**src/bio_defs.vh**
```
// constants for the banked i/o window and the transmit control engine
// assumes a 50 mhz system clock and a 16-location host i/o window
`ifndef BIO_DEFS_VH
`define BIO_DEFS_VH

// ==========================================================
// window layout (byte offsets, dword index = offset[3:2])
`define BIO_OFS_TX_CTRL      4'h0
`define BIO_OFS_TX_STATUS    4'h2
`define BIO_OFS_BANK_SEL     4'he
`define BIO_DW_BANK0         2'h0
`define BIO_DW_BANK_SEL      2'h3
`define BIO_BANK_TX          3'h0
`define BIO_BANK_EXT         3'h7
`define BIO_EXT_ADDR_BIT     3

// ==========================================================
// bank selector fields
`define BIO_BANK_SEL_RST     3'h0
// arbitrary probe signature
`define BIO_SIGNATURE        8'h5a

// ==========================================================
// transmit control bit positions and reset value
`define BIO_TC_TX_EN         0
`define BIO_TC_PHY_LOOP      1
`define BIO_TC_FORCE_COL     2
`define BIO_TC_PAD_EN        7
`define BIO_TC_CRC_SUPP      8
`define BIO_TC_CARR_MON      10
`define BIO_TC_RX_OWN        11
`define BIO_TC_STOP_SQE      12
`define BIO_TC_INT_LOOP      13
`define BIO_TC_SW_FDUP       15
`define BIO_TC_WMASK         16'hbd87
`define BIO_TC_RST           16'h0000

// ==========================================================
// transmit status bit positions
`define BIO_TS_SQE           5
`define BIO_TS_TX_EN         6
`define BIO_TS_LATE_COL      9
`define BIO_TS_LOST_CARRIER_FLAG     10

// ==========================================================
// frame constants
`define BIO_MIN_FRAME        11'd64
`define BIO_LATE_COL_BYTES   11'd64
`define BIO_PREAMBLE         8'h55
`define BIO_SFD              8'hd5
`define BIO_PAD_BYTE         8'h00
`define BIO_MAX_COLL         5'd16

// ==========================================================
// timing, times in ns, rate in mhz
`define BIO_CLK_MHZ          50
`define BIO_IFG_NS           960
`define BIO_SQE_DLY_NS       800
`define BIO_SQE_WIN_NS       1600
`define BIO_IFG_CYC          ((`BIO_IFG_NS * `BIO_CLK_MHZ) / 1000)
`define BIO_SQE_DLY_CYC      ((`BIO_SQE_DLY_NS * `BIO_CLK_MHZ) / 1000)
`define BIO_SQE_WIN_CYC      ((`BIO_SQE_WIN_NS * `BIO_CLK_MHZ) / 1000)
`define BIO_SLOT_CYC         512
`endif

```
**src/bio_pin_gate.v**
```verilog
// pin stage: selects mii or serial inputs and forces pins during loopback
// assumes all pin inputs are synchronous to i_ref_clk
`timescale 1ns/1ps
`include "bio_defs.vh"

module bio_pin_gate (
	input  wire       i_ref_clk,
	input  wire       i_rst_n,
	input  wire       i_int_loop,
	input  wire       i_mii_select,
	input  wire       i_mii_carrier_in,
	input  wire       i_serial_carrier_in,
	input  wire       i_mii_collision_in,
	input  wire       i_serial_collision_in,
	input  wire       i_rx_valid_in,
	input  wire       i_rx_error_in,
	input  wire       i_tx_active,
	input  wire [7:0] i_tx_octet,
	output wire       o_carrier,
	output wire       o_collision,
	output reg        o_rx_valid_ff,
	output reg        o_rx_error_ff,
	output reg  [7:0] o_tx_octet_ff,
	output reg        o_mii_tx_enable_out_ff,
	output reg        o_serial_tx_enable_out_ff,
	output reg        o_serial_txd_ff,
	output reg        o_loop_valid_ff,
	output reg  [7:0] o_loop_octet_ff
);

	// ==========================================================
	// input blocking
	assign o_carrier   = ~i_int_loop &
		(i_mii_select ? i_mii_carrier_in : i_serial_carrier_in);
	assign o_collision = ~i_int_loop &
		(i_mii_select ? i_mii_collision_in : i_serial_collision_in);

	// ==========================================================
	// output forcing
	always @(posedge i_ref_clk) begin
		if (!i_rst_n) begin
			o_rx_valid_ff             <= 1'b0;
			o_rx_error_ff             <= 1'b0;
			o_tx_octet_ff             <= 8'h00;
			o_mii_tx_enable_out_ff    <= 1'b0;
			o_serial_tx_enable_out_ff <= 1'b0;
			o_serial_txd_ff           <= 1'b1;
			o_loop_valid_ff           <= 1'b0;
			o_loop_octet_ff           <= 8'h00;
		end else begin
			o_rx_valid_ff             <= ~i_int_loop & i_rx_valid_in;
			o_rx_error_ff             <= ~i_int_loop & i_rx_error_in;
			o_tx_octet_ff             <= i_int_loop ? 8'h00 : i_tx_octet;
			o_mii_tx_enable_out_ff    <= ~i_int_loop & i_tx_active & i_mii_select;
			o_serial_tx_enable_out_ff <= ~i_int_loop & i_tx_active & ~i_mii_select;
			o_serial_txd_ff           <= i_int_loop | ~i_tx_active | i_tx_octet[0];
			o_loop_valid_ff           <= i_int_loop & i_tx_active;
			o_loop_octet_ff           <= i_int_loop ? i_tx_octet : 8'h00;
		end
	end

endmodule

```
**src/bio_top.v**
```verilog
// banked host register window with transmit control and a byte-rate tx engine
// assumes a host i/o bus with dword index, byte enables and one-cycle strobes
//
// Behaviour
// - sixteen-byte window split into banks, top word selects the bank
// - offset reaches even byte or word, offset plus one reaches odd byte
// - every register accepts dword, word or byte transfers
// - three-bit bank field, resets to zero, reachable in every bank
// - upper byte of bank selector always reads a fixed signature
// - selector at Ch dword, Eh word, Eh byte; Ch dword writes only selector
// - bank 7 with address bit 3 low asserts external register select
// - hard reset clears transmit control, disabling transmit and options
// - switched full duplex ignores carrier, never defers, stops collision counting
// - full duplex collision: one-clock jam and backoff, preamble finished first
// - full duplex disables own-frame and carrier-monitor bits
// - internal loopback forces tx pins idle and blocks line inputs
// - stop-on-sqe halts transmitter on sqe failure, otherwise continue
// - own-frame bit lets self-sourced frames through the filter
// - carrier monitor aborts frame without crc when own carrier missing
// - crc suppress omits appended crc, otherwise device inserts it
// - padding appends zero bytes until frame reaches 64 bytes
// - forced collision skips deferral; empty queue sends preamble on carrier
// - late collision from forced collision clears transmit enable
// - loopback bit drives the phy loopback pin directly
// - clearing enable finishes current frame; errors clear enable
// - collision past 64 bytes without switched full duplex jams, flags late collision, disables transmit
`timescale 1ns/1ps
`include "bio_defs.vh"

module bio_top #(
	parameter SLOT_CYC = `BIO_SLOT_CYC
) (
	input  wire        i_ref_clk,
	input  wire        i_rst_n,
	input  wire        i_io_valid,
	input  wire        i_io_rd,
	input  wire        i_io_wr,
	input  wire [3:2]  i_io_addr,
	input  wire [3:0]  i_io_be,
	input  wire [31:0] i_io_wdata,
	output reg  [31:0] o_io_rdata_ff,
	output reg         o_external_reg_select_n_ff,
	input  wire        i_frame_queued,
	input  wire [10:0] i_frame_byte_count,
	input  wire [7:0]  i_tx_data,
	output reg         o_tx_data_ready_ff,
	output reg         o_frame_done_ff,
	input  wire        i_sqe_seen,
	input  wire        i_mii_select,
	input  wire        i_mii_carrier_in,
	input  wire        i_serial_carrier_in,
	input  wire        i_mii_collision_in,
	input  wire        i_serial_collision_in,
	input  wire        i_rx_valid_in,
	input  wire        i_rx_error_in,
	output wire        o_rx_valid_ff,
	output wire        o_rx_error_ff,
	output wire [7:0]  o_tx_octet_ff,
	output wire        o_mii_tx_enable_out_ff,
	output wire        o_serial_tx_enable_out_ff,
	output wire        o_serial_txd_ff,
	output wire        o_loop_valid_ff,
	output wire [7:0]  o_loop_octet_ff,
	output reg         o_phy_loopback_pin_ff,
	output reg         o_rx_accept_own_ff
);

	localparam S_IDLE = 4'd0;
	localparam S_PRE  = 4'd1;
	localparam S_DATA = 4'd2;
	localparam S_PAD  = 4'd3;
	localparam S_CRC  = 4'd4;
	localparam S_JAM  = 4'd5;
	localparam S_BOFF = 4'd6;
	localparam S_IFG  = 4'd7;
	localparam S_SQE  = 4'd8;

	localparam [15:0] IFG_CYC = `BIO_IFG_CYC;
	localparam [15:0] SQE_DLY = `BIO_SQE_DLY_CYC;
	localparam [15:0] SQE_END = `BIO_SQE_DLY_CYC + `BIO_SQE_WIN_CYC;
	localparam [15:0] SLOT    = SLOT_CYC;

	// ==========================================================
	// helpers
	function [31:0] crc_step;
		input [31:0] c;
		input [7:0]  d;
		integer      k;
		reg   [31:0] r;
		begin
			r = c;
			for (k = 0; k < 8; k = k + 1) begin
				if (r[0] ^ d[k])
					r = (r >> 1) ^ 32'hedb8_8320;
				else
					r = r >> 1;
			end
			crc_step = r;
		end
	endfunction

	function [7:0] lane;
		input [31:0] w;
		input [1:0]  n;
		begin
			lane = w[8*n +: 8];
		end
	endfunction

	// ==========================================================
	// state
	reg  [2:0]  bank_sel_field_ff;
	reg  [15:0] transmit_control_ff;
	reg         lost_carrier_flag_ff;
	reg         late_collision_flag_ff;
	reg         sqe_test_flag_ff;
	reg  [3:0]  state_ff;
	reg  [15:0] cnt_ff;
	reg  [10:0] byte_cnt_ff;
	reg  [10:0] len_ff;
	reg  [4:0]  coll_cnt_ff;
	reg  [31:0] crc_ff;
	reg  [7:0]  octet_ff;
	reg         active_ff;
	reg         col_pend_ff;
	reg         pre_only_ff;
	reg         retry_ff;
	reg         sqe_ok_ff;
	reg  [7:0]  lfsr_ff;

	wire        carrier;
	wire        collision;

	wire        tx_en      = transmit_control_ff[`BIO_TC_TX_EN];
	wire        sw_fdup    = transmit_control_ff[`BIO_TC_SW_FDUP];
	wire        force_col  = transmit_control_ff[`BIO_TC_FORCE_COL];
	wire        carr_mon   = transmit_control_ff[`BIO_TC_CARR_MON] & ~sw_fdup;
	wire        wr         = i_io_valid & i_io_wr;
	wire        rd         = i_io_valid & i_io_rd;
	wire        sel_dw     = i_io_addr == `BIO_DW_BANK_SEL;
	wire        bank_tx    = bank_sel_field_ff == `BIO_BANK_TX;
	// selector dword leaves Ch/Dh untouched and bank-0 decode gated by bank
	wire        tc_hit     = wr & bank_tx & (i_io_addr == `BIO_DW_BANK0);
	wire [15:0] be_mask    = {{8{i_io_be[1]}}, {8{i_io_be[0]}}};
	wire        tc_set_en  = tc_hit & i_io_be[`BIO_TC_TX_EN / 8] &
		i_io_wdata[`BIO_TC_TX_EN];
	wire [15:0] transmit_status = {5'h00, lost_carrier_flag_ff,
		late_collision_flag_ff, 2'h0, tx_en, sqe_test_flag_ff, 5'h00};

	reg  [15:0] nxt_tc;
	reg  [3:0]  nxt_state;
	reg  [15:0] nxt_cnt;
	reg         hw_clr_en;
	reg         set_lost;
	reg         set_late;
	reg         set_sqe;
	reg         done;
	reg  [31:0] rdata;

	// ==========================================================
	// register window
	always @* begin
		rdata = 32'h0000_0000;
		if (sel_dw)
			rdata[31:16] = {`BIO_SIGNATURE, 5'h00, bank_sel_field_ff};
		else if (bank_tx && i_io_addr == `BIO_DW_BANK0)
			rdata = {transmit_status, transmit_control_ff};
		rdata = rdata & {{8{i_io_be[3]}}, {8{i_io_be[2]}},
			{8{i_io_be[1]}}, {8{i_io_be[0]}}};
	end

	always @(posedge i_ref_clk) begin
		if (!i_rst_n) begin
			bank_sel_field_ff          <= `BIO_BANK_SEL_RST;
			o_io_rdata_ff              <= 32'h0000_0000;
			o_external_reg_select_n_ff <= 1'b1;
		end else begin
			if (wr && sel_dw && i_io_be[2])
				bank_sel_field_ff <= i_io_wdata[18:16];
			o_io_rdata_ff <= rd ? rdata : 32'h0000_0000;
			o_external_reg_select_n_ff <= ~(i_io_valid & (i_io_rd | i_io_wr) &
				(bank_sel_field_ff == `BIO_BANK_EXT) &
				~i_io_addr[`BIO_EXT_ADDR_BIT]);
		end
	end

	// ==========================================================
	// transmit control register
	always @* begin
		nxt_tc = transmit_control_ff;
		if (tc_hit)
			nxt_tc = (transmit_control_ff & ~(be_mask & `BIO_TC_WMASK)) |
				(i_io_wdata[15:0] & be_mask & `BIO_TC_WMASK);
		if (hw_clr_en)
			nxt_tc[`BIO_TC_TX_EN] = 1'b0;
	end

	always @(posedge i_ref_clk) begin
		if (!i_rst_n) begin
			transmit_control_ff    <= `BIO_TC_RST;
			lost_carrier_flag_ff   <= 1'b0;
			late_collision_flag_ff <= 1'b0;
			sqe_test_flag_ff       <= 1'b0;
			o_phy_loopback_pin_ff  <= 1'b0;
			o_rx_accept_own_ff     <= 1'b0;
		end else begin
			transmit_control_ff    <= nxt_tc;
			lost_carrier_flag_ff   <= set_lost | (lost_carrier_flag_ff & ~tc_set_en);
			late_collision_flag_ff <= set_late | (late_collision_flag_ff & ~tc_set_en);
			sqe_test_flag_ff       <= set_sqe | (sqe_test_flag_ff & ~tc_set_en);
			o_phy_loopback_pin_ff  <= nxt_tc[`BIO_TC_PHY_LOOP];
			o_rx_accept_own_ff     <= nxt_tc[`BIO_TC_RX_OWN] &
				~nxt_tc[`BIO_TC_SW_FDUP];
		end
	end

	// ==========================================================
	// transmit engine, one octet per clock
	always @* begin
		nxt_state = state_ff;
		nxt_cnt   = cnt_ff + 16'd1;
		hw_clr_en = 1'b0;
		set_lost  = 1'b0;
		set_late  = 1'b0;
		set_sqe   = 1'b0;
		done      = 1'b0;
		case (state_ff)
			S_IDLE: begin
				nxt_cnt = 16'd0;
				if (tx_en && i_frame_queued && (sw_fdup || force_col || !carrier))
					nxt_state = S_PRE;
				else if (tx_en && force_col && !i_frame_queued && carrier)
					nxt_state = S_PRE;
			end
			S_PRE: begin
				if (pre_only_ff && cnt_ff == 16'd6) begin
					nxt_state = S_IFG;
					nxt_cnt   = 16'd0;
				end else if (cnt_ff == 16'd7) begin
					nxt_cnt = 16'd0;
					if (col_pend_ff || collision)
						nxt_state = S_JAM;
					else if (carr_mon && !carrier) begin
						nxt_state = S_IFG;
						set_lost  = 1'b1;
						hw_clr_en = 1'b1;
						done      = 1'b1;
					end else
						nxt_state = S_DATA;
				end
			end
			S_DATA, S_PAD, S_CRC: begin
				if (collision) begin
					nxt_cnt   = 16'd0;
					nxt_state = S_JAM;
					if (!sw_fdup && byte_cnt_ff >= `BIO_LATE_COL_BYTES) begin
						set_late  = 1'b1;
						hw_clr_en = 1'b1;
					end else if (!sw_fdup && coll_cnt_ff == `BIO_MAX_COLL - 5'd1)
						hw_clr_en = 1'b1;
				end else if (carr_mon && !carrier && state_ff != S_CRC) begin
					nxt_state = S_IFG;
					nxt_cnt   = 16'd0;
					set_lost  = 1'b1;
					hw_clr_en = 1'b1;
					done      = 1'b1;
				end else if (state_ff == S_CRC) begin
					if (cnt_ff == 16'd3) begin
						nxt_state = S_SQE;
						nxt_cnt   = 16'd0;
					end
				end else if (byte_cnt_ff + 11'd1 >= len_ff &&
					(!transmit_control_ff[`BIO_TC_PAD_EN] ||
					byte_cnt_ff + 11'd1 >= `BIO_MIN_FRAME)) begin
					nxt_cnt   = 16'd0;
					nxt_state = transmit_control_ff[`BIO_TC_CRC_SUPP] ?
						S_SQE : S_CRC;
				end else if (byte_cnt_ff + 11'd1 >= len_ff)
					nxt_state = S_PAD;
			end
			S_JAM: begin
				if (sw_fdup || cnt_ff == 16'd3) begin
					nxt_cnt   = 16'd0;
					nxt_state = retry_ff ? S_BOFF : S_IFG;
					done      = ~retry_ff;
				end
			end
			S_BOFF: begin
				if (sw_fdup || cnt_ff >= SLOT * {8'h00, lfsr_ff & ((8'h01 <<
					coll_cnt_ff[2:0]) - 8'h01)}) begin
					nxt_state = S_IFG;
					nxt_cnt   = 16'd0;
				end
			end
			S_SQE: begin
				if (sw_fdup) begin
					nxt_state = S_IFG;
					nxt_cnt   = 16'd0;
					done      = 1'b1;
				end else if (i_mii_select || cnt_ff == SQE_END) begin
					nxt_state = S_IFG;
					nxt_cnt   = 16'd0;
					done      = 1'b1;
					if (i_mii_select || !sqe_ok_ff) begin
						set_sqe   = 1'b1;
						hw_clr_en = transmit_control_ff[`BIO_TC_STOP_SQE];
					end
				end
			end
			S_IFG: begin
				if (cnt_ff >= IFG_CYC - 16'd1)
					nxt_state = S_IDLE;
			end
			default: nxt_state = S_IDLE;
		endcase
	end

	always @(posedge i_ref_clk) begin
		if (!i_rst_n) begin
			state_ff           <= S_IDLE;
			cnt_ff             <= 16'd0;
			byte_cnt_ff        <= 11'd0;
			len_ff             <= 11'd0;
			coll_cnt_ff        <= 5'd0;
			crc_ff             <= 32'hffff_ffff;
			octet_ff           <= 8'h00;
			active_ff          <= 1'b0;
			col_pend_ff        <= 1'b0;
			pre_only_ff        <= 1'b0;
			retry_ff           <= 1'b0;
			sqe_ok_ff          <= 1'b0;
			lfsr_ff            <= 8'h01;
			o_tx_data_ready_ff <= 1'b0;
			o_frame_done_ff    <= 1'b0;
		end else begin
			state_ff           <= nxt_state;
			cnt_ff             <= nxt_cnt;
			lfsr_ff            <= {lfsr_ff[6:0], lfsr_ff[7] ^ lfsr_ff[5] ^
				lfsr_ff[4] ^ lfsr_ff[3]};
			o_frame_done_ff    <= done;
			o_tx_data_ready_ff <= nxt_state == S_DATA;
			active_ff          <= nxt_state == S_PRE || nxt_state == S_DATA ||
				nxt_state == S_PAD || nxt_state == S_CRC || nxt_state == S_JAM;
			if (state_ff == S_IDLE) begin
				len_ff      <= i_frame_byte_count & 11'h7fe;
				pre_only_ff <= ~i_frame_queued;
				byte_cnt_ff <= 11'd0;
				crc_ff      <= 32'hffff_ffff;
				col_pend_ff <= 1'b0;
				sqe_ok_ff   <= 1'b0;
			end
			if (state_ff == S_PRE && collision)
				col_pend_ff <= 1'b1;
			if (state_ff == S_SQE && cnt_ff >= SQE_DLY && i_sqe_seen)
				sqe_ok_ff <= 1'b1;
			if (nxt_state == S_JAM && state_ff != S_JAM)
				retry_ff <= sw_fdup | (~set_late & (coll_cnt_ff != `BIO_MAX_COLL - 5'd1));
			if (nxt_state == S_JAM && state_ff != S_JAM && !sw_fdup)
				coll_cnt_ff <= coll_cnt_ff + 5'd1;
			if (done)
				coll_cnt_ff <= 5'd0;
			case (nxt_state)
				S_PRE:   octet_ff <= (nxt_cnt == 16'd7) ? `BIO_SFD : `BIO_PREAMBLE;
				S_DATA:  octet_ff <= i_tx_data;
				S_PAD:   octet_ff <= `BIO_PAD_BYTE;
				S_CRC:   octet_ff <= ~lane(crc_ff, nxt_cnt[1:0]);
				S_JAM:   octet_ff <= 8'haa;
				default: octet_ff <= 8'h00;
			endcase
			if (nxt_state == S_DATA || nxt_state == S_PAD) begin
				crc_ff <= crc_step(crc_ff, nxt_state == S_DATA ? i_tx_data : `BIO_PAD_BYTE);
				if (state_ff == S_DATA || state_ff == S_PAD)
					byte_cnt_ff <= byte_cnt_ff + 11'd1;
			end
		end
	end

	// ==========================================================
	// pin stage
	bio_pin_gate u_pin (
		.i_ref_clk                 (i_ref_clk),
		.i_rst_n                   (i_rst_n),
		.i_int_loop                (transmit_control_ff[`BIO_TC_INT_LOOP]),
		.i_mii_select              (i_mii_select),
		.i_mii_carrier_in          (i_mii_carrier_in),
		.i_serial_carrier_in       (i_serial_carrier_in),
		.i_mii_collision_in        (i_mii_collision_in),
		.i_serial_collision_in     (i_serial_collision_in),
		.i_rx_valid_in             (i_rx_valid_in),
		.i_rx_error_in             (i_rx_error_in),
		.i_tx_active               (active_ff),
		.i_tx_octet                (octet_ff),
		.o_carrier                 (carrier),
		.o_collision               (collision),
		.o_rx_valid_ff             (o_rx_valid_ff),
		.o_rx_error_ff             (o_rx_error_ff),
		.o_tx_octet_ff             (o_tx_octet_ff),
		.o_mii_tx_enable_out_ff    (o_mii_tx_enable_out_ff),
		.o_serial_tx_enable_out_ff (o_serial_tx_enable_out_ff),
		.o_serial_txd_ff           (o_serial_txd_ff),
		.o_loop_valid_ff           (o_loop_valid_ff),
		.o_loop_octet_ff           (o_loop_octet_ff)
	);

endmodule

```
**config.mk**
```make
export PLATFORM = sky130hd
export DESIGN_NAME = bio_top
export DESIGN_NICKNAME = d
export VERILOG_FILES = /design/src/bio_pin_gate.v /design/src/bio_top.v
export VERILOG_INCLUDE_DIRS = /design/src
export SDC_FILE = /design/constraint.sdc
export NUM_CORES = 1
export LEC_CHECK = 0
export ABC_AREA = 1
export BUFFER_PORTS_ARGS = -buffer_cell sky130_fd_sc_hd__buf_2
export CORE_MARGIN = 2
export CORE_UTILIZATION = 50
export CTS_BUF_LIST = sky130_fd_sc_hd__clkbuf_4
export CTS_CLUSTER_DIAMETER = 100
export DETAILED_ROUTE_END_ITERATION = 10
export MAX_ROUTING_LAYER = met4
export PLACE_DENSITY = 0.71
export SYNTH_ARGS = -nofsm -noshare
export SYNTH_HDL_FRONTEND = slang
export SYNTH_HIERARCHICAL = 1
export SYNTH_SLANG_ARGS = --single-unit
```
**constraint.sdc**
```tcl
create_clock -name i_ref_clk -period 8.4 [get_ports i_ref_clk]
set_input_delay 1.26 -clock i_ref_clk [delete_from_list [all_inputs] [get_ports i_ref_clk]]
set_output_delay 1.26 -clock i_ref_clk [all_outputs]
set_load 0.03 [all_outputs]
```
; ---- Word-level counts from Yosys, hierarchy flattened
; Index checks and enable logic that the tools add are counted.
[op_classes]
eq_ne = 24
addsub = 4
reduce_logical = 50
n_lt_le_gt_ge = 6
n_shift = 2
bitwise_logic = 68
n_mux = 96
[op_table]
columns = cell, n
row1 = 32-bit two-way mux, 24
row2 = 16-bit two-way mux, 13
row3 = 13-bit NOT with 14-bit output, 8
row4 = 16-bit case mux with 6 select lines, 1
row5 = 4-bit two-way mux, 16
row6 = "16-bit by 3-bit equality test with 1-bit output, second input constant", 3
row7 = 11-bit two-way mux, 3
row8 = 16-bit AND, 2
row9 = 32-bit AND, 1
row10 = "16-bit by 6-bit >= comparator with 1-bit output, second input constant", 2
row11 = 8-bit case mux with 4 select lines, 1
row12 = 32-bit by 6-bit variable part select with 8-bit output, 1
row13 = 1-bit two-way mux, 28
row14 = 4-bit case mux with 7 select lines, 1
row15 = 27-bit two-way mux, 1
row16 = "4-bit by 3-bit equality test with 1-bit output, second input constant", 6
row17 = 1-bit AND, 23
row18 = "11-bit by 7-bit >= comparator with 1-bit output, second input constant", 2
row19 = 1-bit logical AND, 19
row20 = "16-bit by 1-bit adder with 16-bit output, second input constant", 1
row21 = "16-bit by 2-bit equality test with 1-bit output, second input constant", 1
row22 = "16-bit by 7-bit equality test with 1-bit output, second input constant", 1
row23 = "4-bit by 2-bit equality test with 1-bit output, second input constant", 4
row24 = 16-bit >= comparator, 1
row25 = other kinds (34), 87
[word_totals]
elab_cells = 284
regBits = 180
out_inout_bits = 59
inputBits = 71

; ---- Depth between registers and ports, before layout
; Gate-level depths: netlist (run 1).
[depth]
ltp_word = 42
ltp_mapped = 35
mapped_depth_nobuf = 35

; ---- Cells and area by module
; The synthesis (run 1) kept the hierarchy.
[modules_own_cells]
columns = mod, cells_each, area_per_inst_um2, n_inst, seq_area_each_um2
row1 = bio_top, 1231, 8311.7, 1, 2742.6
row2 = bio_pin_gate, 71, 670.6, 1, 440.4

; ---- Worst setup path after synthesis (run 1)
; OpenSTA, ideal clock, no wires.
[synth_timing]
path_kind = register to register
from = register coll_cnt_ff[2]
to = register crc_ff[3]
arrival_ns = 3.824
setup_time_ns = 0.138
n_path_buf = 1
stages_incl_launch_ff = 28
synth_period_minus_slack_ns = 3.962
setup_slack_ns = 4.438
t_required_ns = 8.262
cell_sequence = dfxtp_1 clkbuf_1 clkinv_1 ha_1 nor2_1 nand2_1 nor2_1 nand2_1 o21ai_0 nand3_1 ha_1 nand2_1 nor2_1 a211oi_1 o2111ai_1 nand2_1 inv_1 nor2_1 nand3_4 nor2_8 nand2_1 xor2_2 xor2_1 nor2_1 nor2_1 nand2_1 nand2_1 o211ai_1
[synth_via]
elab_chain_cells = 32
word_cells_on_any_way = 37
cone_classes = 1 x add/sub / 1 x order compare / 2 x eq/ne / 1 x shift / 23 x mux / 6 x bitwise / 3 x reduce/logical
[synth_rtl]
columns = element, line_no
row1 = "start, declared", bio_top.v:121  ; reg [4:0] coll_cnt_ff;
row2 = "start signal, assigned", bio_top.v:359  ; coll_cnt_ff <= coll_cnt_ff + 5'd1;
row3 = 1-bit by 3-bit left shift with 7-bit output *, bio_top.v:289  ; if (sw_fdup || cnt_ff >= SLOT * {8'h00, lfsr_ff & ((8'h01 <<
row4 = 7-bit by 1-bit subtractor with 7-bit output *, bio_top.v:290  ; coll_cnt_ff[2:0]) - 8'h01)}) begin
row5 = 7-bit AND *, bio_top.v:289
row6 = 16-bit >= comparator *, bio_top.v:289
row7 = 1-bit logical OR *, bio_top.v:289
row8 = 4-bit two-way mux *, bio_top.v:289
row9 = 4-bit case mux with 7 select lines *, bio_top.v:227  ; case (state_ff)
row10 = 4-bit by 2-bit equality test with 1-bit output, "bio_top.v:370, bio_top.v:371"
row11 = (+16 left out), -
row12 = 32-bit two-way mux, bio_top.v:93  ; if (r[0] ^ d[k])
row13 = 32-bit two-way mux, bio_top.v:370  ; if (nxt_state == S_DATA || nxt_state == S_PAD) begin
row14 = 32-bit two-way mux, bio_top.v:319  ; if (!i_rst_n) begin
row15 = 32-bit two-way mux, bio_top.v:93
row16 = 32-bit two-way mux, bio_top.v:370
row17 = 32-bit two-way mux, bio_top.v:319
row18 = 32-bit two-way mux, bio_top.v:93
row19 = 32-bit two-way mux, bio_top.v:370
row20 = "end signal, assigned", bio_top.v:371  ; crc_ff <= crc_step(crc_ff, nxt_state == S_DATA ? i_tx_data : `BIO_PAD_BYTE);
row21 = "end, declared", bio_top.v:122  ; reg [31:0] crc_ff;
; Every way passes the cells marked *; elsewhere a longest branch is shown, timed or not. The select of a mux whose other input is x is not followed.
; A chain may end at the register's enable or synchronous reset.

; ---- Final worst setup path (run 1)
[layout_timing]
from = register byte_cnt_ff[0]
to = register crc_ff[15]
[layout_via]
elab_chain_cells = 35
word_cells_on_any_way = 43
cone_classes = 1 x add/sub / 2 x order compare / 2 x eq/ne / 27 x mux / 7 x bitwise / 4 x reduce/logical
[layout_rtl]
columns = element, line_no
row1 = "start, declared", bio_top.v:119  ; reg [10:0] byte_cnt_ff;
row2 = "start signal, assigned", bio_top.v:373  ; byte_cnt_ff <= byte_cnt_ff + 11'd1;
row3 = 11-bit by 1-bit adder with 11-bit output *, "bio_top.v:272, bio_top.v:274, bio_top.v:278"
row4 = 11-bit by 7-bit >= comparator with 1-bit output (no source line), -
row5 = 1-bit logical OR (no source line), -
row6 = 1-bit logical AND, bio_top.v:272  ; end else if (byte_cnt_ff + 11'd1 >= len_ff &&
row7 = 4-bit two-way mux *, bio_top.v:272
row8 = 4-bit two-way mux *, bio_top.v:267  ; end else if (state_ff == S_CRC) begin
row9 = 4-bit two-way mux *, bio_top.v:261  ; end else if (carr_mon && !carrier && state_ff != S_CRC) begin
row10 = 4-bit two-way mux *, bio_top.v:253  ; if (collision) begin
row11 = (+19 left out), -
row12 = 32-bit two-way mux, bio_top.v:370
row13 = 32-bit two-way mux, bio_top.v:319
row14 = 32-bit two-way mux, bio_top.v:93
row15 = 32-bit two-way mux, bio_top.v:370
row16 = 32-bit two-way mux, bio_top.v:319
row17 = 13-bit NOT with 14-bit output (no source line), -
row18 = 32-bit two-way mux, bio_top.v:93
row19 = 32-bit two-way mux, bio_top.v:370
; Marked as above.

==> impl_metrics.ini, run 1 <==
[sta]
finalClockSkew_ns = 0.0271
totalNegativeSetupSlack_ns = 0
final-max-slew-violation-count = 0
finalCritPeriodShare_pct = 67.8
fmax_mhz = 176
setup-violations-final = 0
tightestPinTransition_ns = 1.03
grt_setup_unrepaired = false
max-slew-margin-rel_pct = 31.1
timing.final.ws_setup_ns = 2.71
report.final.hold_viol_count = 0
period_needed_ns = 5.69

[power]
power_density_nw_per_um2 = 133
max-vdd-ir-drop_mv = 0.0826
static-leakage-power_nw = 4.81

[floorplanning]
fp.dieH_um = 138
initial_core_utilization_pct = 50.5
horiz_die_dim_um = 138
core_region_area_sq_um = 17800
row_count = 49
fp.dieArea_sq_um = 19100
pin_count = 130

[cts]
tritoncts.num_buffers = 17
cts_post_setup_buffers_inserted = 0
clock_tree.root_cell = sky130_fd_sc_hd__clkbuf_4
cts_buffer_depth = 2
cts_tree = built
insertion_delay_ns = 0.59
clock_sink_count = 159
cts.htree.levels = 4
holdBufCountCts = 0
post_cts_resize_count = 0
path_clk_slew_ns = 0.16

[place]
io_buffers = 97
hpwlAfterDp_um = 16400
place_congestion = 0.930
pre_cts_slack_ns = 2.82

[yosys]
netlist_instances = 1302
synth-compound-area-share_pct = 11.5
synth.avg_cell_area_sq_um = 6.90
xor_xnor_share_of_the_synthesized_area_pct = 4.92
number_of_flops_mapped_to_enable_cells_by_yosys = 0
synth_cell_type_count = 57
ys_async_sr_fraction_pct = 0
yosysSeqAreaShare_pct = 35.4
ys_warn_count = 6
synth.mux.area_fraction_pct = 0
synth_top_family_by_area = simple AND/OR/NAND/NOR gates
ys_seq_elements = 159
synth-main-ff-cell = sky130_fd_sc_hd__dfxtp_1
synth_adder_area_share_pct = 4.04
yosys.area_share.simple_pct = 33.3
syn_area_sq_um = 8980

[cells_and_area]
postLayoutCoreUtil_pct = 55.5
final_layout_size_suffix_gt1_share_pct = 15.3
fillers = 1756
nNetsFinal = 1486
syn2layout_area_growth_pct = 9.78

[setup_path]
crit_path_max_fanout = 29
worst-endpoint-arrival_ns = 6.19
setup.worst_path.start_class = flip-flop
timing.setup.critical_path_class = reg2reg
required_ns = 8.90
end_kind = flip-flop

[drt]
totalWireLength_um = 22600
drt-initial-drc-count = 693
drtPass1Iterations = 5
remaining_design_rule_violation_count = 0
drt-vias-per-instance = 5.13
vias = 8359
ant_nets = 0
detail_route.wl_per_cell_um = 13.9

[outcome]
run_status = finished clean

[global_route]
grt.busiest_layer = met2
grt_first_pass_wirelength_um = 38200
number_of_global_route_vias_before_repair = 7928
grt_antenna_before_repair = 1
met1_use_gr_pct = 31.9
grt_use_met2_pct = 40.0
grt_usage_pct = 24.8
groute.layer.met3.usage_pct = 4.30
grt_max_degree = 72
global_route.overflow_total = 0

[worst_hold_path]
hp-class = reg2reg

[job]
max_cap_violations = 0
-- path summary, 6_finish.rpt --
check,startpoint,endpoint,slack [ns],cells after the start
worst min-delay path,octet_ff[3],u_pin/o_tx_octet_ff[3],0.44,2
worst min register to register,octet_ff[3],u_pin/o_tx_octet_ff[3],0.44,2
worst max-delay path,byte_cnt_ff[0],crc_ff[15],2.71,26
worst max register to register,byte_cnt_ff[0],crc_ff[15],2.71,26
-- routing by layer --
| metal | vias to the layer above | part of all wire (%) | routed length (um) |
|---|---|---|---|
| met3 | 34 | 5.2 | 1170 |
| li1 | 4324 | - | - |
| met1 | 3754 | 48 | 10800 |
| met5 | - | 0 | 0 |
| met4 | 0 | 1.7 | 374 |
| met2 | 247 | 45 | 10300 |
-- metrics by stage --
| step | hold WS (ns) | cell area [sq um] | total power [mW] | std cells |
|---|---|---|---|---|
| after CTS | 0.432 | 9860 | 1.32 | 1628 |
| after global routing | 0.437 | 9860 | 1.37 | 1629 |
| after floorplan | 0.403 | 9020 | 0.832 | 1313 |
| final | 0.438 | 9860 | 1.31 | 1629 |
| after global placement | 0.421 | 9570 | 0.855 | 1596 |
| after detailed placement | 0.422 | 9570 | 0.856 | 1596 |
-- power breakdown --
part | switching, mW | internal (mW) | total (mW)
clock | 0.333 | 0.138 | 0.471
sequential | 0.00295 | 0.761 | 0.764
combinational | 0.0534 | 0.0226 | 0.0760
-- kinds of logic (layout without fill, tap and decap cells) --
group	count (synthesis)	in the layout
xor gates and xnor gates	41	41
AOI/OAI and AO/OA	183	183
buffers and inverters	233	319
and+or+nand+nor	656	656
adders and majority gates	29	29
other	1	13
DFF	159	159
-- worst max-delay path, cell delays in order, from the launching register on --
cell	delay, ns
sky130_fd_sc_hd__dfxtp_1	0.47
sky130_fd_sc_hd__ha_1	0.26
sky130_fd_sc_hd__nand2_1	0.11
sky130_fd_sc_hd__nor2_2	0.14
sky130_fd_sc_hd__nand2_1	0.09
sky130_fd_sc_hd__nor2_1	0.10
sky130_fd_sc_hd__nand2_1	0.05
sky130_fd_sc_hd__nand2_1	0.10
sky130_fd_sc_hd__inv_1	0.06
sky130_fd_sc_hd__ha_1	0.29
sky130_fd_sc_hd__nand2_1	0.08
sky130_fd_sc_hd__nor2_1	0.18
sky130_fd_sc_hd__o211ai_1	0.18
sky130_fd_sc_hd__nand4_1	0.25
sky130_fd_sc_hd__nor2_1	0.07
sky130_fd_sc_hd__nor2_1	0.09
sky130_fd_sc_hd__nand2_1	0.06
sky130_fd_sc_hd__a21boi_1	0.20
sky130_fd_sc_hd__nand3_2	0.20
sky130_fd_sc_hd__nor2_1	0.19
sky130_fd_sc_hd__clkinv_1	0.50
sky130_fd_sc_hd__nand2_1	0.86
sky130_fd_sc_hd__buf_4	0.42
sky130_fd_sc_hd__inv_1	0.28
sky130_fd_sc_hd__nand2_1	0.12
sky130_fd_sc_hd__nand2_1	0.05
sky130_fd_sc_hd__o21bai_1	0.18
-- Yosys cell counts, types with 3 or more instances --
cell                       instances  area [sq um]
sky130_fd_sc_hd__a211oi_1          5          37.5
sky130_fd_sc_hd__a21oi_1          55           275
sky130_fd_sc_hd__a31oi_1           9          56.3
sky130_fd_sc_hd__buf_1             3          11.3
sky130_fd_sc_hd__buf_4            15           113
sky130_fd_sc_hd__clkbuf_1         26          97.6
sky130_fd_sc_hd__clkinv_1          4          15.0
sky130_fd_sc_hd__dfxtp_1         159          3180
sky130_fd_sc_hd__ha_1             29           363
sky130_fd_sc_hd__inv_1           169           634
sky130_fd_sc_hd__inv_2            10          37.5
sky130_fd_sc_hd__nand2_1         308          1160
sky130_fd_sc_hd__nand2_2          19           119
sky130_fd_sc_hd__nand2_4           6          67.6
sky130_fd_sc_hd__nand3_1         103           515
sky130_fd_sc_hd__nand3_2           6          60.1
sky130_fd_sc_hd__nand3b_1          3          22.5
sky130_fd_sc_hd__nand4_1          22           138
sky130_fd_sc_hd__nor2_1          121           454
sky130_fd_sc_hd__nor2_2           14          87.6
sky130_fd_sc_hd__nor2_4            3          33.8
sky130_fd_sc_hd__nor3_1           29           145
sky130_fd_sc_hd__nor4_1            6          37.5
sky130_fd_sc_hd__o211ai_1         18           135
sky130_fd_sc_hd__o21ai_0          78           390
sky130_fd_sc_hd__o21ai_1           4          20.0
sky130_fd_sc_hd__o21bai_1          3          22.5
sky130_fd_sc_hd__or2_2             5          31.3
sky130_fd_sc_hd__xnor2_1           5          43.8
sky130_fd_sc_hd__xor2_1           28           245
sky130_fd_sc_hd__xor2_2            4          65.1
-- placed cells by master (no fill, tap or decap), types with 3 or more instances in the layout --
cell type	instances
sky130_fd_sc_hd__conb_1	12
sky130_fd_sc_hd__nand2_4	6
sky130_fd_sc_hd__o21ai_0	78
sky130_fd_sc_hd__nor2_2	14
sky130_fd_sc_hd__nand2_1	308
sky130_fd_sc_hd__xor2_2	4
sky130_fd_sc_hd__inv_8	5
sky130_fd_sc_hd__buf_4	6
sky130_fd_sc_hd__dfxtp_1	159
sky130_fd_sc_hd__a21oi_1	55
sky130_fd_sc_hd__nor2_1	121
sky130_fd_sc_hd__nand3_1	103
sky130_fd_sc_hd__clkinv_8	3
sky130_fd_sc_hd__or2_2	5
sky130_fd_sc_hd__nand3b_1	3
sky130_fd_sc_hd__a211oi_1	5
sky130_fd_sc_hd__xor2_1	28
sky130_fd_sc_hd__buf_2	97
sky130_fd_sc_hd__nor4_1	6
sky130_fd_sc_hd__nand3_2	6
sky130_fd_sc_hd__clkinv_1	4
sky130_fd_sc_hd__inv_1	169
sky130_fd_sc_hd__nor2_4	3
sky130_fd_sc_hd__nor3_1	29
sky130_fd_sc_hd__nand2_2	19
sky130_fd_sc_hd__nand4_1	22
sky130_fd_sc_hd__inv_6	4
sky130_fd_sc_hd__inv_2	10
sky130_fd_sc_hd__o211ai_1	18
sky130_fd_sc_hd__o21bai_1	3
sky130_fd_sc_hd__a31oi_1	9
sky130_fd_sc_hd__clkbuf_4	17
sky130_fd_sc_hd__o21ai_1	4
sky130_fd_sc_hd__xnor2_1	5
sky130_fd_sc_hd__ha_1	29
-- area by class of cell --
type,count,area [sq um],area share (%)
inverter,184,693,7.03
multi-input combinational,921,4870,49.4
clock buffer,17,128,1.29
clock inverter,15,164,1.66
timing repair buffer,103,531,5.38
antenna,1,2.50,0.0254
tap,229,287,2.91
sequential,159,3180,32.3
-- flip-flops by register name (all words and copies together), names as in the netlist, 8 cells and up, named ones only --
signal and flops:
o_io_rdata_ff 18, u_pin/o_loop_octet_ff 8, u_pin/o_tx_octet_ff 8, lfsr_ff 8, byte_cnt_ff 11, crc_ff 32
cnt_ff 16, octet_ff 8, len_ff 10
(Power assumes the default switching activity.)
==> run 2, diff against run 1 <==
PLACE_DENSITY = 0.74   (was 0.71)
clock period = 4.56 ns   (was 8.4 ns; I/O delays follow)
==> run 2 against run 1 <==
Worst setup slack lost 2.4 ns. Register-to-register slack lost 2.4 ns. Clock-buffer cell count is the same. First-iteration DRC count shrank 4.9%. Flip-flop and latch count is the same. Total power grew 84%. Largest power group unchanged.
==> impl_metrics.ini, run 2 (same netlist as run 1, synthesis figures left out) <==
[outcome]
run_status = finished clean

[global_route]
groute.layer.met3.usage_pct = 4.40
met1_use_gr_pct = 31.0
grt_antenna_before_repair = 1
grt_use_met2_pct = 39.9
grt.busiest_layer = met2
grt_max_degree = 71
global_route.overflow_total = 0
grt_first_pass_wirelength_um = 37700
grt_usage_pct = 24.4
number_of_global_route_vias_before_repair = 7860

[sta]
setup-violations-final = 0
finalCritPeriodShare_pct = 92.6
report.final.hold_viol_count = 0
max-slew-margin-rel_pct = 50.0
finalClockSkew_ns = 0.0277
fmax_mhz = 237
worst_hold_slack_ns = 0.310
final-max-slew-violation-count = 0
tightestPinTransition_ns = 0.750
period_needed_ns = 4.22

[drt]
vias = 8652
detail_route.wl_per_cell_um = 13.8
drt-vias-per-instance = 5.20
drt-initial-drc-count = 659
drtPass1Iterations = 7
remaining_design_rule_violation_count = 0
ant_nets = 0
totalWireLength_um = 22900

[setup_path]
cpPeakStageDelay_ns = 0.40
r2r_end = crc_ff[23]
slowest_stage = sky130_fd_sc_hd__dfxtp_4
rr_worst_depth = 35
path_common_cell = sky130_fd_sc_hd__nand2_1
endpoint = crc_ff[23]
timing.setup.critical_path_class = reg2reg
required_ns = 5.04
ff2ff_setup_slack_ns = 0.34
worst_r2r_startpoint = byte_cnt_ff[0]
crit_path_max_fanout = 9
crit_path_start = byte_cnt_ff[0]
setup.worst_path.start_class = flip-flop
end_kind = flip-flop
worst-endpoint-arrival_ns = 4.71

[worst_hold_path]
hp-class = in2reg

[floorplanning]
fp.dieH_um = 138
row_count = 49
horiz_die_dim_um = 138
pin_count = 130
initial_core_utilization_pct = 50.5
fp.dieArea_sq_um = 19100
core_region_area_sq_um = 17800

[cells_and_area]
top_register = crc_ff
largest_register_ffs = 32
final_layout_size_suffix_gt1_share_pct = 18.8
syn2layout_area_growth_pct = 14.6
nNetsFinal = 1522
most-common-layout-cells = 300 x sky130_fd_sc_hd__nand2_1, 169 x sky130_fd_sc_hd__inv_1, 155 x sky130_fd_sc_hd__dfxtp_1
postLayoutCoreUtil_pct = 57.9
mostFrequentLayoutCell = sky130_fd_sc_hd__nand2_1
reg.largest.list = crc_ff x32, o_io_rdata_ff x18, cnt_ff x16

[place]
io_buffers = 97
hpwlAfterDp_um = 16800
place_congestion = 0.913

[power]
power_density_nw_per_um2 = 235
power_mw = 2.42
static-leakage-power_nw = 5.03
max-vdd-ir-drop_mv = 0.167

[cts]
path_clk_slew_ns = 0.14
holdBufCountCts = 0
tritoncts.num_buffers = 17
insertion_delay_ns = 0.57
cts.htree.levels = 4
clock_sink_count = 159
clock_tree.root_cell = sky130_fd_sc_hd__clkbuf_4
cts_tree = built
cts_buffer_depth = 2

[job]
max_cap_violations = 0
[run 2: worst min path at each step]
| stage | start | slack (ns) | cells past startpoint | end |
|---|---|---|---|---|
| 6_report | i_frame_queued | 0.31 | 2 | pre_only_ff |
| 5_1_grt | i_frame_queued | 0.27 | 2 | pre_only_ff |
| 4_1_cts | i_frame_queued | 0.27 | 2 | pre_only_ff |
| 3_5_place_dp | lfsr_ff[6] | 0.43 | 2 | lfsr_ff[7] |
| 3_3_place_gp | lfsr_ff[1] | 0.42 | 2 | lfsr_ff[2] |
| 2_1_floorplan | lfsr_ff[0] | 0.40 | 2 | lfsr_ff[1] |
[run 2: worst max-delay path: cells and delay by family (launching register included)]
kind                     cells  cell delay, ns
AO/OA/AOI/OAI                1            0.17
adder cells (fa/ha/maj)      2            0.46
buffers and inverters        6            0.54
flip-flops                   1            0.40
AND/OR/NAND/NOR             26            2.54
[run 2: repair_timing]
action	in CTS	in global routing
endpoints found under the setup margin	0	32
buffers inserted	0	6
gates resized for setup	0	34
[run 2: per-stage QoR]
stage          cells  worst slack [ns]  TNS (ns)  instance area (sq um)
2_1_floorplan   1313             0.598         0                   9020
3_3_place_gp    1626             0.139         0                   9830
3_5_place_dp    1626            0.0736         0                   9830
4_1_cts         1657           0.00672         0                  10100
5_1_grt         1664           -0.0144   -0.0144                  10300
6_report        1664             0.336         0                  10300
[run 2: power breakdown]
| group | switching, mW | leakage [nW] | internal (mW) |
|---|---|---|---|
| clock network | 0.537 | 0.157 | 0.333 |
| logic | 0.0990 | 3.59 | 0.0435 |
| registers | 0.00540 | 1.29 | 1.40 |
| total | 0.641 | 5.03 | 1.78 |
[run 2: layout make-up]
type / instances / area, sq um
Antenna cell: 1 / 2.50
Clock buffer: 17 / 128
Clock inverter: 14 / 155
Fill cell: 1708 / 7490
Inverter: 184 / 696
Multi-Input combinational cell: 921 / 4990
Sequential cell: 159 / 3190
Tap cell: 229 / 287
Timing Repair Buffer: 139 / 842
[run 2: routing by layer]
metal | vias up | wire, um
met2 | 303 | 10800
li1 | 4412 | -
met3 | 36 | 1400
met1 | 3901 | 10300
met4 | 0 | 433
met5 | - | 0
